===== src/logic/tm8_pkg.sv =====
// Purpose: constants and state type of the 8-bit timer
// Assumes: byte-wide special function register port
// Notes: offsets are the register port addresses
package tm8_pkg;
    localparam logic [7:0] ADDR_CNT = 8'hCA;
    localparam logic [7:0] ADDR_CTL = 8'hCB;
    localparam logic [7:0] ADDR_CCTL0 = 8'hCC;
    localparam logic [7:0] ADDR_CC0 = 8'hCD;
    localparam logic [7:0] ADDR_CC1 = 8'hCF;
    localparam int CTL_DIV_HI = 7;
    localparam int CTL_DIV_LO = 5;
    localparam int CTL_START = 4;
    localparam int CTL_OVERFLOW_IRQ_MASK = 3;
    localparam int CTL_CLR = 2;
    localparam int CCTL_IM = 6;
    localparam int CCTL_CMP_HI = 5;
    localparam int CCTL_CMP_LO = 3;
    localparam int CCTL_MODE = 2;
    localparam logic [7:0] CTL_RST = 8'h08;
    localparam logic [7:0] CCTL_RST = 8'h40;
    localparam logic [7:0] CTL_WMASK = 8'hFB;
    localparam logic [7:0] CCTL_WMASK = 8'h7F;
    localparam logic [7:0] CNT_TOP = 8'hFF;
    localparam logic [7:0] CNT_ZERO = 8'h00;
    typedef enum logic [1:0] {
        MODE_FREE = 2'b00,
        MODE_DOWN = 2'b01,
        MODE_MOD = 2'b10,
        MODE_UPDN = 2'b11
    } tm8_mode_t;
    typedef enum logic [2:0] {
        ACT_SET = 3'b000,
        ACT_CLR = 3'b001,
        ACT_TOG = 3'b010,
        ACT_UPSET = 3'b011,
        ACT_UPCLR = 3'b100,
        ACT_SET_TOP = 3'b101,
        ACT_CLR_ZERO = 3'b110,
        ACT_NONE = 3'b111
    } tm8_act_t;
    typedef enum logic [1:0] {
        CAP_OFF = 2'b00,
        CAP_RISE = 2'b01,
        CAP_FALL = 2'b10,
        CAP_BOTH = 2'b11
    } tm8_cap_t;
    typedef struct packed {
        logic [7:0] ctl;
        logic [7:0] cctl;
        logic [7:0] cnt;
        logic [7:0] cc0;
        logic [7:0] cc0_act;
        logic [7:0] cc1;
        logic [7:0] rdata;
        logic [6:0] presc;
        logic down;
        logic s1;
        logic s2;
        logic s3;
        logic out;
        logic ovf_p;
        logic ch0_p;
        logic dma0_p;
        logic dma1_p;
        logic ovf_irq;
        logic ch0_irq;
    } tm8_state_t;
    localparam tm8_state_t ST_RST = '{ctl: CTL_RST, cctl: CCTL_RST, default: '0};
endpackage : tm8_pkg


===== src/logic/tm8_timer.sv =====
// Purpose: 8-bit timer, one capture/compare channel
// Assumes: TICK is a one-cycle pulse on CLK
// Notes: flags leave as pulses to a shared flag register
`timescale 1ns/1ps
// Notes on behaviour
// - channel 0 compare pulses a DMA trigger
// - channel 1 compare pulses its own trigger
// - count register reads live count, resets zero
// - prescaler divides tick by two^field
// - start bit runs, start bit low halts counter
// - overflow mask resets one, gates request
// - clear bit zeroes counter, reads zero
// - free mode counts 0x00 to 0xFF, wraps
// - down mode loads compare, counts to zero
// - modulo mode counts up to compare value
// - up/down mode counts up then down
// - channel mode bit: capture or compare
// - capture edge: off, rise, fall, both
// - compare actions set, clear, toggle
// - actions 011/100 match-up versus zero, down match in up/down
// - actions 101/110 match versus top/zero
// - channel mask resets one, gates request
// - channel value register resets zero
// - capture copies count and sets flag
// - channel 0 compare updates at zero
// - terminal count sets overflow flag
module tm8_timer (
    input wire logic CLK,
    input wire logic RST,
    input wire logic TICK,
    input wire logic [7:0] SFR_ADDR,
    input wire logic SFR_WR,
    input wire logic [7:0] SFR_WDATA,
    output logic [7:0] SFR_RDATA,
    input wire logic CH0_IN,
    output logic CH0_OUT,
    output logic CH0_OE_N,
    output logic OVF_FLAG,
    output logic OVF_IRQ,
    output logic CH0_FLAG,
    output logic CH0_IRQ,
    output logic DMA_CH0,
    output logic DMA_CH1
);
    import tm8_pkg::*;

    tm8_state_t s_reg;
    tm8_state_t s_next;
    tm8_mode_t mode;
    tm8_act_t act;
    tm8_cap_t cap;
    logic [6:0] mask;
    logic started, tick_hit, cmp_en, match0;
    logic up_m, dn_m, zero_ev, top_ev, rst_ev;
    logic wr_ctl, clr_w, load_w, rise, fall, cap_hit;

    assign mode = tm8_mode_t'(s_reg.ctl[1:0]);
    assign act = tm8_act_t'(s_reg.cctl[CCTL_CMP_HI:CCTL_CMP_LO]);
    assign cap = tm8_cap_t'(s_reg.cctl[1:0]);
    assign started = s_reg.ctl[CTL_START];
    assign mask = 7'((8'h01 << s_reg.ctl[CTL_DIV_HI:CTL_DIV_LO]) - 8'h01);
    assign tick_hit = TICK & started & ((s_reg.presc & mask) == mask);
    assign cmp_en = s_reg.cctl[CCTL_MODE];
    assign match0 = tick_hit & (s_reg.cnt == s_reg.cc0_act);
    assign up_m = match0 & ~(mode == MODE_UPDN && s_reg.down);
    assign dn_m = match0 & (mode == MODE_UPDN) & s_reg.down;
    assign zero_ev = tick_hit & (s_reg.cnt == CNT_ZERO);
    assign top_ev = tick_hit & (s_reg.cnt == CNT_TOP);
    // down match stands in for zero
    assign rst_ev = (mode == MODE_UPDN) ? dn_m : zero_ev;
    assign wr_ctl = SFR_WR & (SFR_ADDR == ADDR_CTL);
    assign clr_w = wr_ctl & SFR_WDATA[CTL_CLR];
    // down mode preloads on the start write
    assign load_w = wr_ctl & SFR_WDATA[CTL_START] & ~started &
                    (SFR_WDATA[1:0] == MODE_DOWN);
    // only the second and third stages are compared
    assign rise = s_reg.s2 & ~s_reg.s3;
    assign fall = ~s_reg.s2 & s_reg.s3;
    always_comb begin
        case (cap)
            CAP_RISE: cap_hit = rise;
            CAP_FALL: cap_hit = fall;
            CAP_BOTH: cap_hit = rise | fall;
            default: cap_hit = 1'b0;
        endcase
        cap_hit = cap_hit & started & ~cmp_en;
    end

    always_comb begin
        s_next = s_reg;
        s_next.s1 = CH0_IN;
        s_next.s2 = s_reg.s1;
        s_next.s3 = s_reg.s2;
        s_next.ovf_p = 1'b0;
        s_next.ch0_p = 1'b0;
        s_next.dma0_p = 1'b0;
        s_next.dma1_p = 1'b0;
        if (TICK && started) begin
            s_next.presc = s_reg.presc + 7'h01;
        end
        // counter moves only on active edges
        if (tick_hit) begin
            case (mode)
                MODE_FREE: begin
                    s_next.cnt = s_reg.cnt + 8'h01;
                    s_next.ovf_p = (s_reg.cnt == CNT_TOP);
                end
                MODE_DOWN: begin
                    if (s_reg.cnt != CNT_ZERO) begin
                        s_next.cnt = s_reg.cnt - 8'h01;
                        s_next.ovf_p = (s_reg.cnt == 8'h01);
                    end
                end
                MODE_MOD: begin
                    if (s_reg.cnt == s_reg.cc0_act) begin
                        s_next.cnt = CNT_ZERO;
                        s_next.ovf_p = 1'b1;
                    end else begin
                        s_next.cnt = s_reg.cnt + 8'h01;
                    end
                end
                // turn at compare and at zero
                default: begin
                    if (!s_reg.down) begin
                        if (s_reg.cnt == s_reg.cc0_act && s_reg.cnt != CNT_ZERO) begin
                            s_next.down = 1'b1;
                            s_next.cnt = s_reg.cnt - 8'h01;
                        end else if (s_reg.cnt != s_reg.cc0_act) begin
                            s_next.cnt = s_reg.cnt + 8'h01;
                        end
                    end else if (s_reg.cnt == CNT_ZERO) begin
                        s_next.down = 1'b0;
                        s_next.cnt = 8'h01;
                        s_next.ovf_p = 1'b1;
                    end else begin
                        s_next.cnt = s_reg.cnt - 8'h01;
                    end
                end
            endcase
        end
        if (s_reg.cnt == CNT_ZERO) begin
            s_next.cc0_act = s_reg.cc0;
        end
        if (cmp_en) begin
            case (act)
                ACT_SET: if (match0) s_next.out = 1'b1;
                ACT_CLR: if (match0) s_next.out = 1'b0;
                ACT_TOG: if (match0) s_next.out = ~s_reg.out;
                ACT_UPSET: begin
                    if (up_m) s_next.out = 1'b1;
                    else if (rst_ev) s_next.out = 1'b0;
                end
                ACT_UPCLR: begin
                    if (up_m) s_next.out = 1'b0;
                    else if (rst_ev) s_next.out = 1'b1;
                end
                ACT_SET_TOP: begin
                    if (match0) s_next.out = 1'b1;
                    else if (top_ev) s_next.out = 1'b0;
                end
                ACT_CLR_ZERO: begin
                    if (match0) s_next.out = 1'b0;
                    else if (zero_ev) s_next.out = 1'b1;
                end
                default: s_next.out = s_reg.out;
            endcase
            s_next.dma0_p = match0;
            s_next.ch0_p = match0;
        end
        // channel 1 trigger, value live at once
        s_next.dma1_p = tick_hit & (s_reg.cnt == s_reg.cc1);
        if (SFR_WR) begin
            if (SFR_ADDR == ADDR_CTL) begin
                s_next.ctl = SFR_WDATA & CTL_WMASK;
            end else if (SFR_ADDR == ADDR_CCTL0) begin
                s_next.cctl = SFR_WDATA & CCTL_WMASK;
            end else if (SFR_ADDR == ADDR_CC0) begin
                s_next.cc0 = SFR_WDATA;
            end else if (SFR_ADDR == ADDR_CC1) begin
                s_next.cc1 = SFR_WDATA;
            end
        end
        if (load_w) begin
            s_next.cnt = s_reg.cc0;
        end
        if (clr_w) begin
            s_next.cnt = CNT_ZERO;
            s_next.down = 1'b0;
            s_next.presc = 7'h00;
        end
        if (cap_hit) begin
            s_next.cc0 = s_reg.cnt;
            s_next.ch0_p = 1'b1;
        end
        s_next.ovf_irq = s_next.ovf_p & s_reg.ctl[CTL_OVERFLOW_IRQ_MASK];
        s_next.ch0_irq = s_next.ch0_p & s_reg.cctl[CCTL_IM];
        if (SFR_ADDR == ADDR_CNT) begin
            s_next.rdata = s_reg.cnt;
        end else if (SFR_ADDR == ADDR_CTL) begin
            s_next.rdata = s_reg.ctl;
        end else if (SFR_ADDR == ADDR_CCTL0) begin
            s_next.rdata = s_reg.cctl;
        end else if (SFR_ADDR == ADDR_CC0) begin
            s_next.rdata = s_reg.cc0;
        end else if (SFR_ADDR == ADDR_CC1) begin
            s_next.rdata = s_reg.cc1;
        end else begin
            s_next.rdata = 8'h00;
        end
    end

    always_ff @(posedge CLK) begin
        if (RST) begin
            s_reg <= ST_RST;
        end else begin
            s_reg <= s_next;
        end
    end

    assign SFR_RDATA = s_reg.rdata;
    assign CH0_OUT = s_reg.out;
    // pin is driven only in compare mode
    assign CH0_OE_N = ~s_reg.cctl[CCTL_MODE];
    assign OVF_FLAG = s_reg.ovf_p;
    assign OVF_IRQ = s_reg.ovf_irq;
    assign CH0_FLAG = s_reg.ch0_p;
    assign CH0_IRQ = s_reg.ch0_irq;
    assign DMA_CH0 = s_reg.dma0_p;
    assign DMA_CH1 = s_reg.dma1_p;
endmodule : tm8_timer


===== config.mk =====
export PLATFORM = sky130hd
export DESIGN_NAME = tm8_timer
export DESIGN_NICKNAME = d
export VERILOG_FILES = /design/src/logic/tm8_pkg.sv /design/src/logic/tm8_timer.sv
export SDC_FILE = /design/constraint.sdc
export NUM_CORES = 1
export LEC_CHECK = 0
export BUFFER_PORTS_ARGS = -buffer_cell sky130_fd_sc_hd__buf_2
export CAP_MARGIN = 30
export CORE_AREA = 2 2 113 115
export DETAILED_ROUTE_END_ITERATION = 6
export DIE_AREA = 0 0 115 117
export PLACE_DENSITY_LB_ADDON = 0.08
export SYNTH_ARGS = -nofsm -noshare
export SYNTH_HDL_FRONTEND = slang
export SYNTH_SLANG_ARGS = --single-unit

===== constraint.sdc =====
create_clock -name CLK -period 4.2 [get_ports CLK]
set_input_delay 0.63 -clock CLK [delete_from_list [all_inputs] [get_ports CLK]]
set_output_delay 0.63 -clock CLK [all_outputs]
set_load 0.1 [all_outputs]

==> reports/qor.csv, run 1 <==
metric,value,unit
initial antenna violation count,0,
"antenna viol nets, final",0,
worst hold path type,reg2reg,
critical path's top delay family,compound AO/OA/AOI/OAI gates,
largest fanout on the critical path,10,
via/cell ratio,5.53,
crit path time final,3.03,ns
Final Core Density,0.382,
cell count after synthesis,519,
GRT Residual Overflow,0,
RSZ-0062 raised after global routing,false,
"Net count, final",554,
share of flip-flops with an asynchronous set or reset,0,
CP bufs+invs,1,
"critical path, cell by cell",or3_1 -> ha_1 -> nor2_1 -> a311o_1 -> a221oi_2 -> o211ai_1 -> buf_4 -> a221o_1 -> a21oi_1 -> a21oi_1,
leakage power,1.83,nW
share of the synthesized area in the top cell type,0.340,
hold buffers post-CTS,0,
setup TNS,0,ns
CTS tree,yes,
Worst EP required,4.43,ns
layout cell share with drive strength beyond 1,0.153,
Die Y,117,um
GRT Total Usage,0.202,
vias post-DR,3763,
max FFs per register,47,
"Setup violations, final",0,
Max transition margin,0.468,
Starting DRT DRC Count,272,
Port Buffers,36,
power share of the sequential group,0.432,
CTS root buffer,clkbuf_16,
Post-Syn Nets,547,
CTS sink count,72,
CTS buffer count,9,
Core ar.,12300,um^2
final number of hold-violating endpoints,0,
period utilization,0.721,
Die ar.,13500,um^2
Area Overhead vs Synth,11.0,%
largest net degree at the start of global routing,52,
FP Rows,41,
H-tree levels,3,
Starting Density,0.344,
Least-Margin Pin Slew,0.798,ns
register area share after synthesis,0.340,
most frequent cell after synthesis,nand2_1,
WL/cell,18.7,um
"Reg clk slew, reported paths",0.06,ns
Commonest cells post-synth,"nand2_1, dfxtp_1, nor2_1",
status,"finished, final reports clean",
routability cong.,0.874,
synth top area cells,"dfxtp_1, mux2i_1, nand2_1, nor2_1, a21oi_1",
Ys Warns,0,
postcts setup bufs,0,
NetSw,350,uW
vias in the first global route,3593,
Die Wd,115,um
Max VDD drop,0.154,mV
post-synthesis cell type count,69,
skew final,0.00890,ns
"most used cell, CP",a21oi_1,
syn_area_per_cell,8.16,um^2
clk buf depth,2,
first-pass GRT wire length,20400,um
slowest CP cell,or3_1,
switching part of the total power,0.220,
crit start category,flop,
Post-route DRC,0,
"FF+latch count, synth",72,
Setup Crit Path Kind,reg2reg,
PD cells,338,nW/um^2
Max stage delay on crit path,0.40,ns
hpwl dp,9130,um
PostCTS Resize Cnt,0,
Antenna diodes,0,
Worst-Skew Late Latency,0.34,ns
internal power,1.24,mW
"area leader, netlist",dfxtp_1,
critical path arrival,3.26,ns
fin. max-slew vios,0,
Final Worst Setup Slack,1.17,ns
max cap viols,0,
drt pass-1 iters,5,
Post-synth EDFFs,0,
Comb pwr share,0.034,
Fmax achieved,0.330,GHz
"Cell Area, Synth",4230,um^2
CP endpoint kind,flop,
ys flop type,dfxtp_1,
Routed WL,12700,um
Power Total,1.59,mW
Place WS,1.21,ns
# IOs,37,
Clock power frac,0.534,
## logic make-up after synthesis
family                   Yosys count  share of synthesized area
AO/OA/AOI/OAI                    121                      0.200
XOR/XNOR                          23                     0.0511
adder cells (fa/ha/maj)            7                     0.0207
buffers and inverters             63                     0.0792
flip-flops                        72                      0.340
multiplexers                      32                     0.0762
AND/OR/NAND/NOR                  201                      0.232
## cell usage in the layout (no fill, tap or decap), drive strengths merged, types with 7 or more instances in the layout
master  instances
a21oi          43
a22oi          10
and2           10
buf            41
clkbuf         10
dfxtp          72
ha              7
inv            19
mux2i          30
nand2          75
nand3          14
nor2           62
o211ai          9
o21ai          20
xnor2          12
xor2           11
## layout make-up
class | count | area, um^2
Clock inverter | 6 | 90.1
Tap cell | 150 | 188
Clock buffer | 10 | 239
Inverter | 18 | 67.6
Sequential cell | 72 | 1440
Fill cell | 1265 | 7610
Multi-Input combinational cell | 384 | 2460
Timing Repair Buffer | 41 | 218
## stage by stage
stage	area, um^2	std cells	hold WS (ns)
5_1_grt	4700	681	0.482
3_3_place_gp	4360	664	0.425
2_1_floorplan	4230	519	0.414
6_report	4700	681	0.454
3_5_place_dp	4370	665	0.425
4_1_cts	4700	681	0.458
## power groups by stage
stage / Clock (mW) / Sequential (mW) / Combinational [mW]
2_1_floorplan: 0 / 0.700 / 0.0296
3_3_place_gp: 0 / 0.701 / 0.0546
3_5_place_dp: 0 / 0.701 / 0.0543
4_1_cts: 0.870 / 0.686 / 0.0548
5_1_grt: 0.900 / 0.686 / 0.0596
6_report: 0.849 / 0.686 / 0.0541
## layer usage
metal,share of wire,track usage,wire [um]
met1,0.49,0.277,6190
met2,0.45,0.311,5680
met3,0.047,0.0376,595
met5,0,0,0
met4,0.021,0.0892,270
## path summary, 6_finish.rpt
kind             start   endpoint  slack, ns  depth (start not counted)
max          s_reg[73]  s_reg[57]       1.17                         10
min          s_next[8]  s_next[7]       0.45                          1
max reg2reg  s_reg[73]  s_reg[57]       1.17                         10
min reg2reg  s_next[8]  s_next[7]       0.45                          1
Power figures use the tool's default switching activity.
==> inputs of run 2 (changes only) <==
Settings changed: ABC_AREA from default to 1, CORE_AREA 2 2 113 115 to 2 2 114 116, DIE_AREA 0 0 115 117 to 0 0 116 118.
Clock period 4.2 ns to 2.9 ns, I/O delays scaled along.
==> run 2 against run 1 <==
Against the previous run: wire length increased by 10%; worst hold slack got worse by 0.15 ns; clock power rose by 46%; critical path type unchanged; final cell count is 24% higher; setup slack got worse by 0.61 ns; synthesized cell count up 22%; critical endpoint is now CH0_OUT; global-route usage is 1.2 points higher; largest cell class unchanged; area after synthesis grew 0.59%.
==> reports/qor.csv, run 2 <==
metric,value,unit,change
status,"finished, final reports clean",,
# IOs,37,,unchanged
layout cell share with drive strength beyond 1,0.136,,-0.0167
leakage power,2.10,nW,+15%
Die ar.,13700,um^2,+1.7%
drt pass-1 iters,5,,unchanged
clk buf depth,2,,unchanged
hpwl dp,10700,um,+17%
Comb pwr share,0.039,,+0.005
Worst-Skew Late Latency,0.34,ns,about the same
internal power,1.82,mW,+47%
synth top area cells,"dfxtp_1, nand2_1, inv_1, a21oi_1, nand3_1",,
register area share after synthesis,0.338,,-0.00200
"area leader, netlist",dfxtp_1,,
Least-Margin Pin Slew,0.571,ns,-0.227 ns
max FFs per register,47,,unchanged
CTS buffer count,9,,unchanged
"Cell Area, Synth",4260,um^2,+0.59%
most frequent cell after synthesis,nand2_1,,
critical path arrival,2.57,ns,-0.69 ns
GRT Residual Overflow,0,,unchanged
Routed WL,14000,um,+10%
Commonest cells post-synth,"nand2_1, inv_1, dfxtp_1",,
Max VDD drop,0.239,mV,+55%
"Setup violations, final",0,,unchanged
NetSw,510,uW,+46%
Clock power frac,0.534,,about the same
power share of the sequential group,0.427,,-0.005
vias in the first global route,3940,,+9.7%
PD cells,473,nW/um^2,+40%
routability cong.,0.912,,+4.3%
Ys Warns,0,,unchanged
Setup Crit Path Kind,reg2reg,,
WL/cell,16.7,um,-11%
Hold Startpoint,CH0_IN,,
post-synthesis cell type count,38,,-45%
FP Rows,41,,unchanged
first-pass GRT wire length,22100,um,+8.4%
Fmax achieved,0.428,GHz,+30%
ys flop type,dfxtp_1,,
Port Buffers,36,,unchanged
hold buffers post-CTS,0,,unchanged
Die Wd,116,um,+0.87%
CTS tree,yes,,
via/cell ratio,5.10,,-7.6%
Worst EP required,3.14,ns,-1.29 ns
"Net count, final",693,,+25%
"antenna viol nets, final",0,,unchanged
Starting DRT DRC Count,315,,+16%
Antenna diodes,0,,unchanged
share of the synthesized area in the top cell type,0.338,,-0.00200
H-tree levels,3,,unchanged
Area Overhead vs Synth,15.6,%,
CTS sink count,72,,unchanged
WHS,0.309,ns,-0.145 ns
CP endpoint kind,flop,,
period utilization,0.805,,+0.0839
skew final,0.00446,ns,-0.00445 ns
GRT Total Usage,0.214,,+0.0118
switching part of the total power,0.219,,-0.00124
RSZ-0062 raised after global routing,false,,
initial antenna violation count,0,,unchanged
worst hold path type,in2reg,,
cell count after synthesis,633,,+22%
crit path time final,2.33,ns,-0.694 ns
largest fanout on the critical path,10,,unchanged
"FF+latch count, synth",72,,unchanged
"Reg clk slew, reported paths",0.06,ns,about the same
CTS root buffer,clkbuf_16,,
largest net degree at the start of global routing,33,,-37%
Post-route DRC,0,,unchanged
final number of hold-violating endpoints,0,,unchanged
postcts setup bufs,0,,unchanged
PostCTS Resize Cnt,0,,unchanged
vias post-DR,4297,,+14%
max cap viols,0,,unchanged
fin. max-slew vios,0,,unchanged
"commonest non-fill, non-tap cells in the layout","nand2_1, inv_1, dfxtp_1",,
Die Y,118,um,+0.85%
crit start category,flop,,
"most common cell after layout, fill and taps aside",nand2_1,,
share of flip-flops with an asynchronous set or reset,0,,unchanged
setup TNS,0,ns,unchanged
Post-Syn Nets,661,,+21%
Max transition margin,0.616,,+0.148
Starting Density,0.343,,-0.000826
Critical Path Source,s_reg[73],,
Post-synth EDFFs,0,,unchanged
Core ar.,12400,um^2,+0.83%
RR Startpoint,s_reg[73],,
syn_area_per_cell,6.73,um^2,-18%
-- run 2: changes by cell type in the layout (fill, tap and decap cells not counted), sizes merged, moves of 9 or more --
cell | before | now
and2 | 10 | 0
mux2i | 30 | 0
a22oi | 10 | 0
o22ai | 0 | 9
o21ai | 20 | 39
a211oi | 1 | 22
nand2 | 75 | 136
nor3 | 2 | 12
xnor2 | 12 | 2
inv | 19 | 90
a21oi | 43 | 55
nand3 | 14 | 48
-- run 2: cell families after synthesis --
logic type      count (synthesis)  synth area share
compound gates                142             0.199
buf+inv                       120             0.118
simple gates                  276             0.291
xor+xnor                       16            0.0329
fa+ha+maj                       7            0.0206
flops                          72             0.338
-- run 2: worst paths after layout --
path / endpoint / cells after the start / slack [ns]
worst min-delay path: s_next[8] / 3 / 0.31
worst min register to register: s_next[7] / 2 / 0.40
worst max-delay path: CH0_OUT / 16 / 0.57
worst max register to register: CH0_OUT / 16 / 0.57
-- run 2: cell type report --
cell class                 count  area, um^2
clock buffer                  11         253
inverter                      92         345
timing repair buffer          49         278
fill                        1354        7490
sequential                    72        1440
tap                          172         215
clock inverter                 5        78.8
multi-input combinational    441        2310
-- run 2: routing by layer --
layer / vias to the layer above / track usage / wire length, um
li1: 2144 / - / -
met1: 2005 / 0.308 / 6730
met2: 127 / 0.320 / 6280
met3: 21 / 0.0360 / 743
met4: 0 / 0.0744 / 264
met5: - / 0 / 0
-- run 2: stage by stage --
step	std cells	util	total power, mW	setup slack, ns	instance area, um^2
2_1_floorplan	633	-	1.06	0.961	4260
3_3_place_gp	826	0.370	1.11	0.535	4590
3_5_place_dp	826	0.370	1.11	0.577	4590
4_1_cts	842	0.397	2.35	0.565	4920
5_1_grt	842	0.397	2.40	0.264	4920
6_report	842	0.397	2.33	0.566	4920
-- run 2: power groups by stage --
stage | combinational, mW | clock (mW) | sequential [mW]
5_1_grt | 0.0999 | 1.30 | 0.994
3_3_place_gp | 0.0911 | 0 | 1.02
2_1_floorplan | 0.0471 | 0 | 1.02
4_1_cts | 0.0911 | 1.27 | 0.994
3_5_place_dp | 0.0906 | 0 | 1.02
6_report | 0.0907 | 1.24 | 0.994
-- run 2: critical path, cell delays in order, from the launching register on --
cell,delay [ns]
dfxtp_1,0.54
inv_2,0.10
nand2_1,0.10
ha_1,0.28
nand4_1,0.12
nand2_1,0.08
inv_1,0.04
nand2_1,0.04
nand2_1,0.10
nor2_4,0.26
nand2_2,0.14
nand2_1,0.09
nand3_1,0.06
nor2_1,0.09
nand3_1,0.07
nand2_1,0.06
nor2_1,0.04
==> inputs of run 3 (changes only) <==
Clock period 2.9 ns to 1.9 ns, I/O delays scaled along.
==> run 3 against run 2 <==
Against the previous run: power grew 53%; highest routed layer unchanged; clock power increased by 52%; final cell count increased by 6.9%; the flow now finishes with violations (setup timing).
==> reports/qor.csv, run 3 (synthesis results as in run 2) <==
metric,value,unit,change
status,finished with violations,,
failing checks,setup timing,,
critical path arrival,2.29,ns,-0.28 ns
Least-Margin Pin Slew,0.522,ns,-0.0487 ns
PD cells,647,nW/um^2,+37%
FP Rows,41,,unchanged
Die ar.,13700,um^2,unchanged
CP bufs+invs,1,,-1
slowest CP cell,dfxtp_2,,
hpwl dp,11100,um,+4.1%
routability cong.,0.911,,-0.11%
final number of hold-violating endpoints,0,,unchanged
worst r2r dst,s_reg[54],,
vias in the first global route,4123,,+4.6%
Worst-Skew Late Latency,0.34,ns,about the same
Routed WL,14400,um,+2.8%
WL/cell,16.0,um,-3.9%
layout cell share with drive strength beyond 1,0.229,,+0.0936
worst hold path type,in2reg,,
Port Buffers,36,,unchanged
vias post-DR,4482,,+4.3%
GRT Total Usage,0.215,,+0.00117
Die Wd,116,um,unchanged
clk buf depth,2,,unchanged
initial antenna violation count,0,,unchanged
Worst EP required,2.13,ns,-1.01 ns
RSZ-0062 raised after global routing,true,,
CTS tree,yes,,
fin. max-slew vios,0,,unchanged
Post-route DRC,0,,unchanged
CTS root buffer,clkbuf_16,,
Core ar.,12400,um^2,unchanged
Die Y,118,um,unchanged
Final Worst Setup Slack,-0.157,ns,-0.723 ns
Max stage delay on crit path,0.34,ns,-0.20 ns
RR Startpoint,s_reg[72],,
# IOs,37,,unchanged
"critical path, cell by cell",nor2_4 -> nand2_2 -> ha_4 -> nor2_1 -> nor2_1 -> nand3_1 -> nor2_1 -> nand2_1 -> nor2_4 -> buf_12 -> nand2_8 -> nand2_8 -> o21a_1 -> a21oi_2,,
Starting DRT DRC Count,348,,+10%
CTS buffer count,9,,unchanged
reg2reg path depth,14,,-2
H-tree levels,3,,unchanged
CTS sink count,72,,unchanged
GRT Residual Overflow,0,,unchanged
Non-Filler Instances,900,,+6.9%
largest net degree at the start of global routing,33,,unchanged
skew final,0.00391,ns,-0.000549 ns
"Setup violations, final",12,,+12
Max VDD drop,0.357,mV,+49%
drt pass-1 iters,5,,unchanged
"Reg clk slew, reported paths",0.06,ns,about the same
period utilization,1.08,,+0.278
"most common cell after layout, fill and taps aside",nand2_1,,
crit start category,flop,,
"antenna viol nets, final",0,,unchanged
setup TNS,-1.31,ns,-1.31 ns
Max transition margin,0.649,,+0.0327
Antenna diodes,0,,unchanged
cell total after placement,881,,+6.7%
CP endpoint kind,flop,,
Area Overhead vs Synth,29.1,%,
Setup Crit Path Kind,reg2reg,,
Starting Density,0.343,,unchanged
first-pass GRT wire length,22400,um,+1.3%
hold depth,3,,unchanged
internal reg-to-reg setup slack,-0.16,ns,-0.72 ns
"commonest non-fill, non-tap cells in the layout","nand2_1, inv_1, dfxtp_1, buf_4, nor2_1",,
max FFs per register,47,,unchanged
Hold Path End,s_next[8],,
Hold Startpoint,CH0_IN,,
leakage power,2.40,nW,+14%
via/cell ratio,4.98,,-2.4%
"Net count, final",751,,+8.4%
"most used cell, CP",nor2_1,,
largest fanout on the critical path,6,,-4
Fmax achieved,0.486,GHz,+13%
crit path time final,2.06,ns,-0.277 ns
critical path's top delay family,simple AND/OR/NAND/NOR gates,,
max cap viols,0,,unchanged
==> run 3: final cells by class <==
type | count | area (um^2)
Multi-Input combinational cell | 442 | 2440
Sequential cell | 72 | 1450
Clock buffer | 12 | 256
Tap cell | 172 | 215
Clock inverter | 4 | 76.3
Fill cell | 1315 | 6910
Timing Repair Buffer | 106 | 718
Inverter | 92 | 345
==> run 3: worst register-to-register path, delay by kind of cell, from the launching register on <==
family / cells / cell delay [ns]
simple gates: 10 / 1.00
buf+inv: 1 / 0.16
compound gates: 2 / 0.18
fa+ha+maj: 1 / 0.27
flops: 1 / 0.34
==> run 3: how the worst max path moves through the flow <==
stage	depth (start not counted)	to	startpoint
floorplan	17	CH0_OUT	s_reg[73]
global placement	12	DMA_CH1	s_reg[71]
detailed placement	16	CH0_OUT	s_reg[71]
CTS	16	CH0_OUT	s_reg[71]
global route	16	CH0_OUT	s_reg[72]
finish	14	s_reg[54]	s_reg[72]
==> run 3: power by group <==
part,internal (mW),leakage (nW),switching [mW]
clock network,1.22,0.159,0.663
registers,1.51,0.582,0.00309
logic,0.0522,1.66,0.100
total,2.79,2.40,0.766
==> run 3: metal layers <==
metal,track usage,share of wire
met4,0.0685,0.020
met3,0.0520,0.049
met2,0.321,0.44
met1,0.303,0.49
met5,0,0
==> run 3: what timing repair did <==
| action | 4_1_cts | 5_1_grt |
|---|---|---|
| setup buffers | 2 | 0 |
| gates resized for setup | 12 | 15 |
| endpoints found under the setup margin | 15 | 16 |
| gates cloned | 1 | 0 |
| hold buffers | 0 | 0 |
| pin swaps | 6 | 8 |
==> run 3: per-stage QoR <==
step	total power [mW]	hold slack [ns]	setup slack [ns]	area, um^2	util
after floorplan	1.62	0.388	0.0161	4270	-
after global placement	1.70	0.399	-0.164	5010	0.403
after detailed placement	1.70	0.401	-0.177	5010	0.403
after CTS	3.59	0.157	-0.129	5440	0.438
after global routing	3.67	0.165	-0.361	5500	0.443
final	3.56	0.151	-0.157	5500	0.443
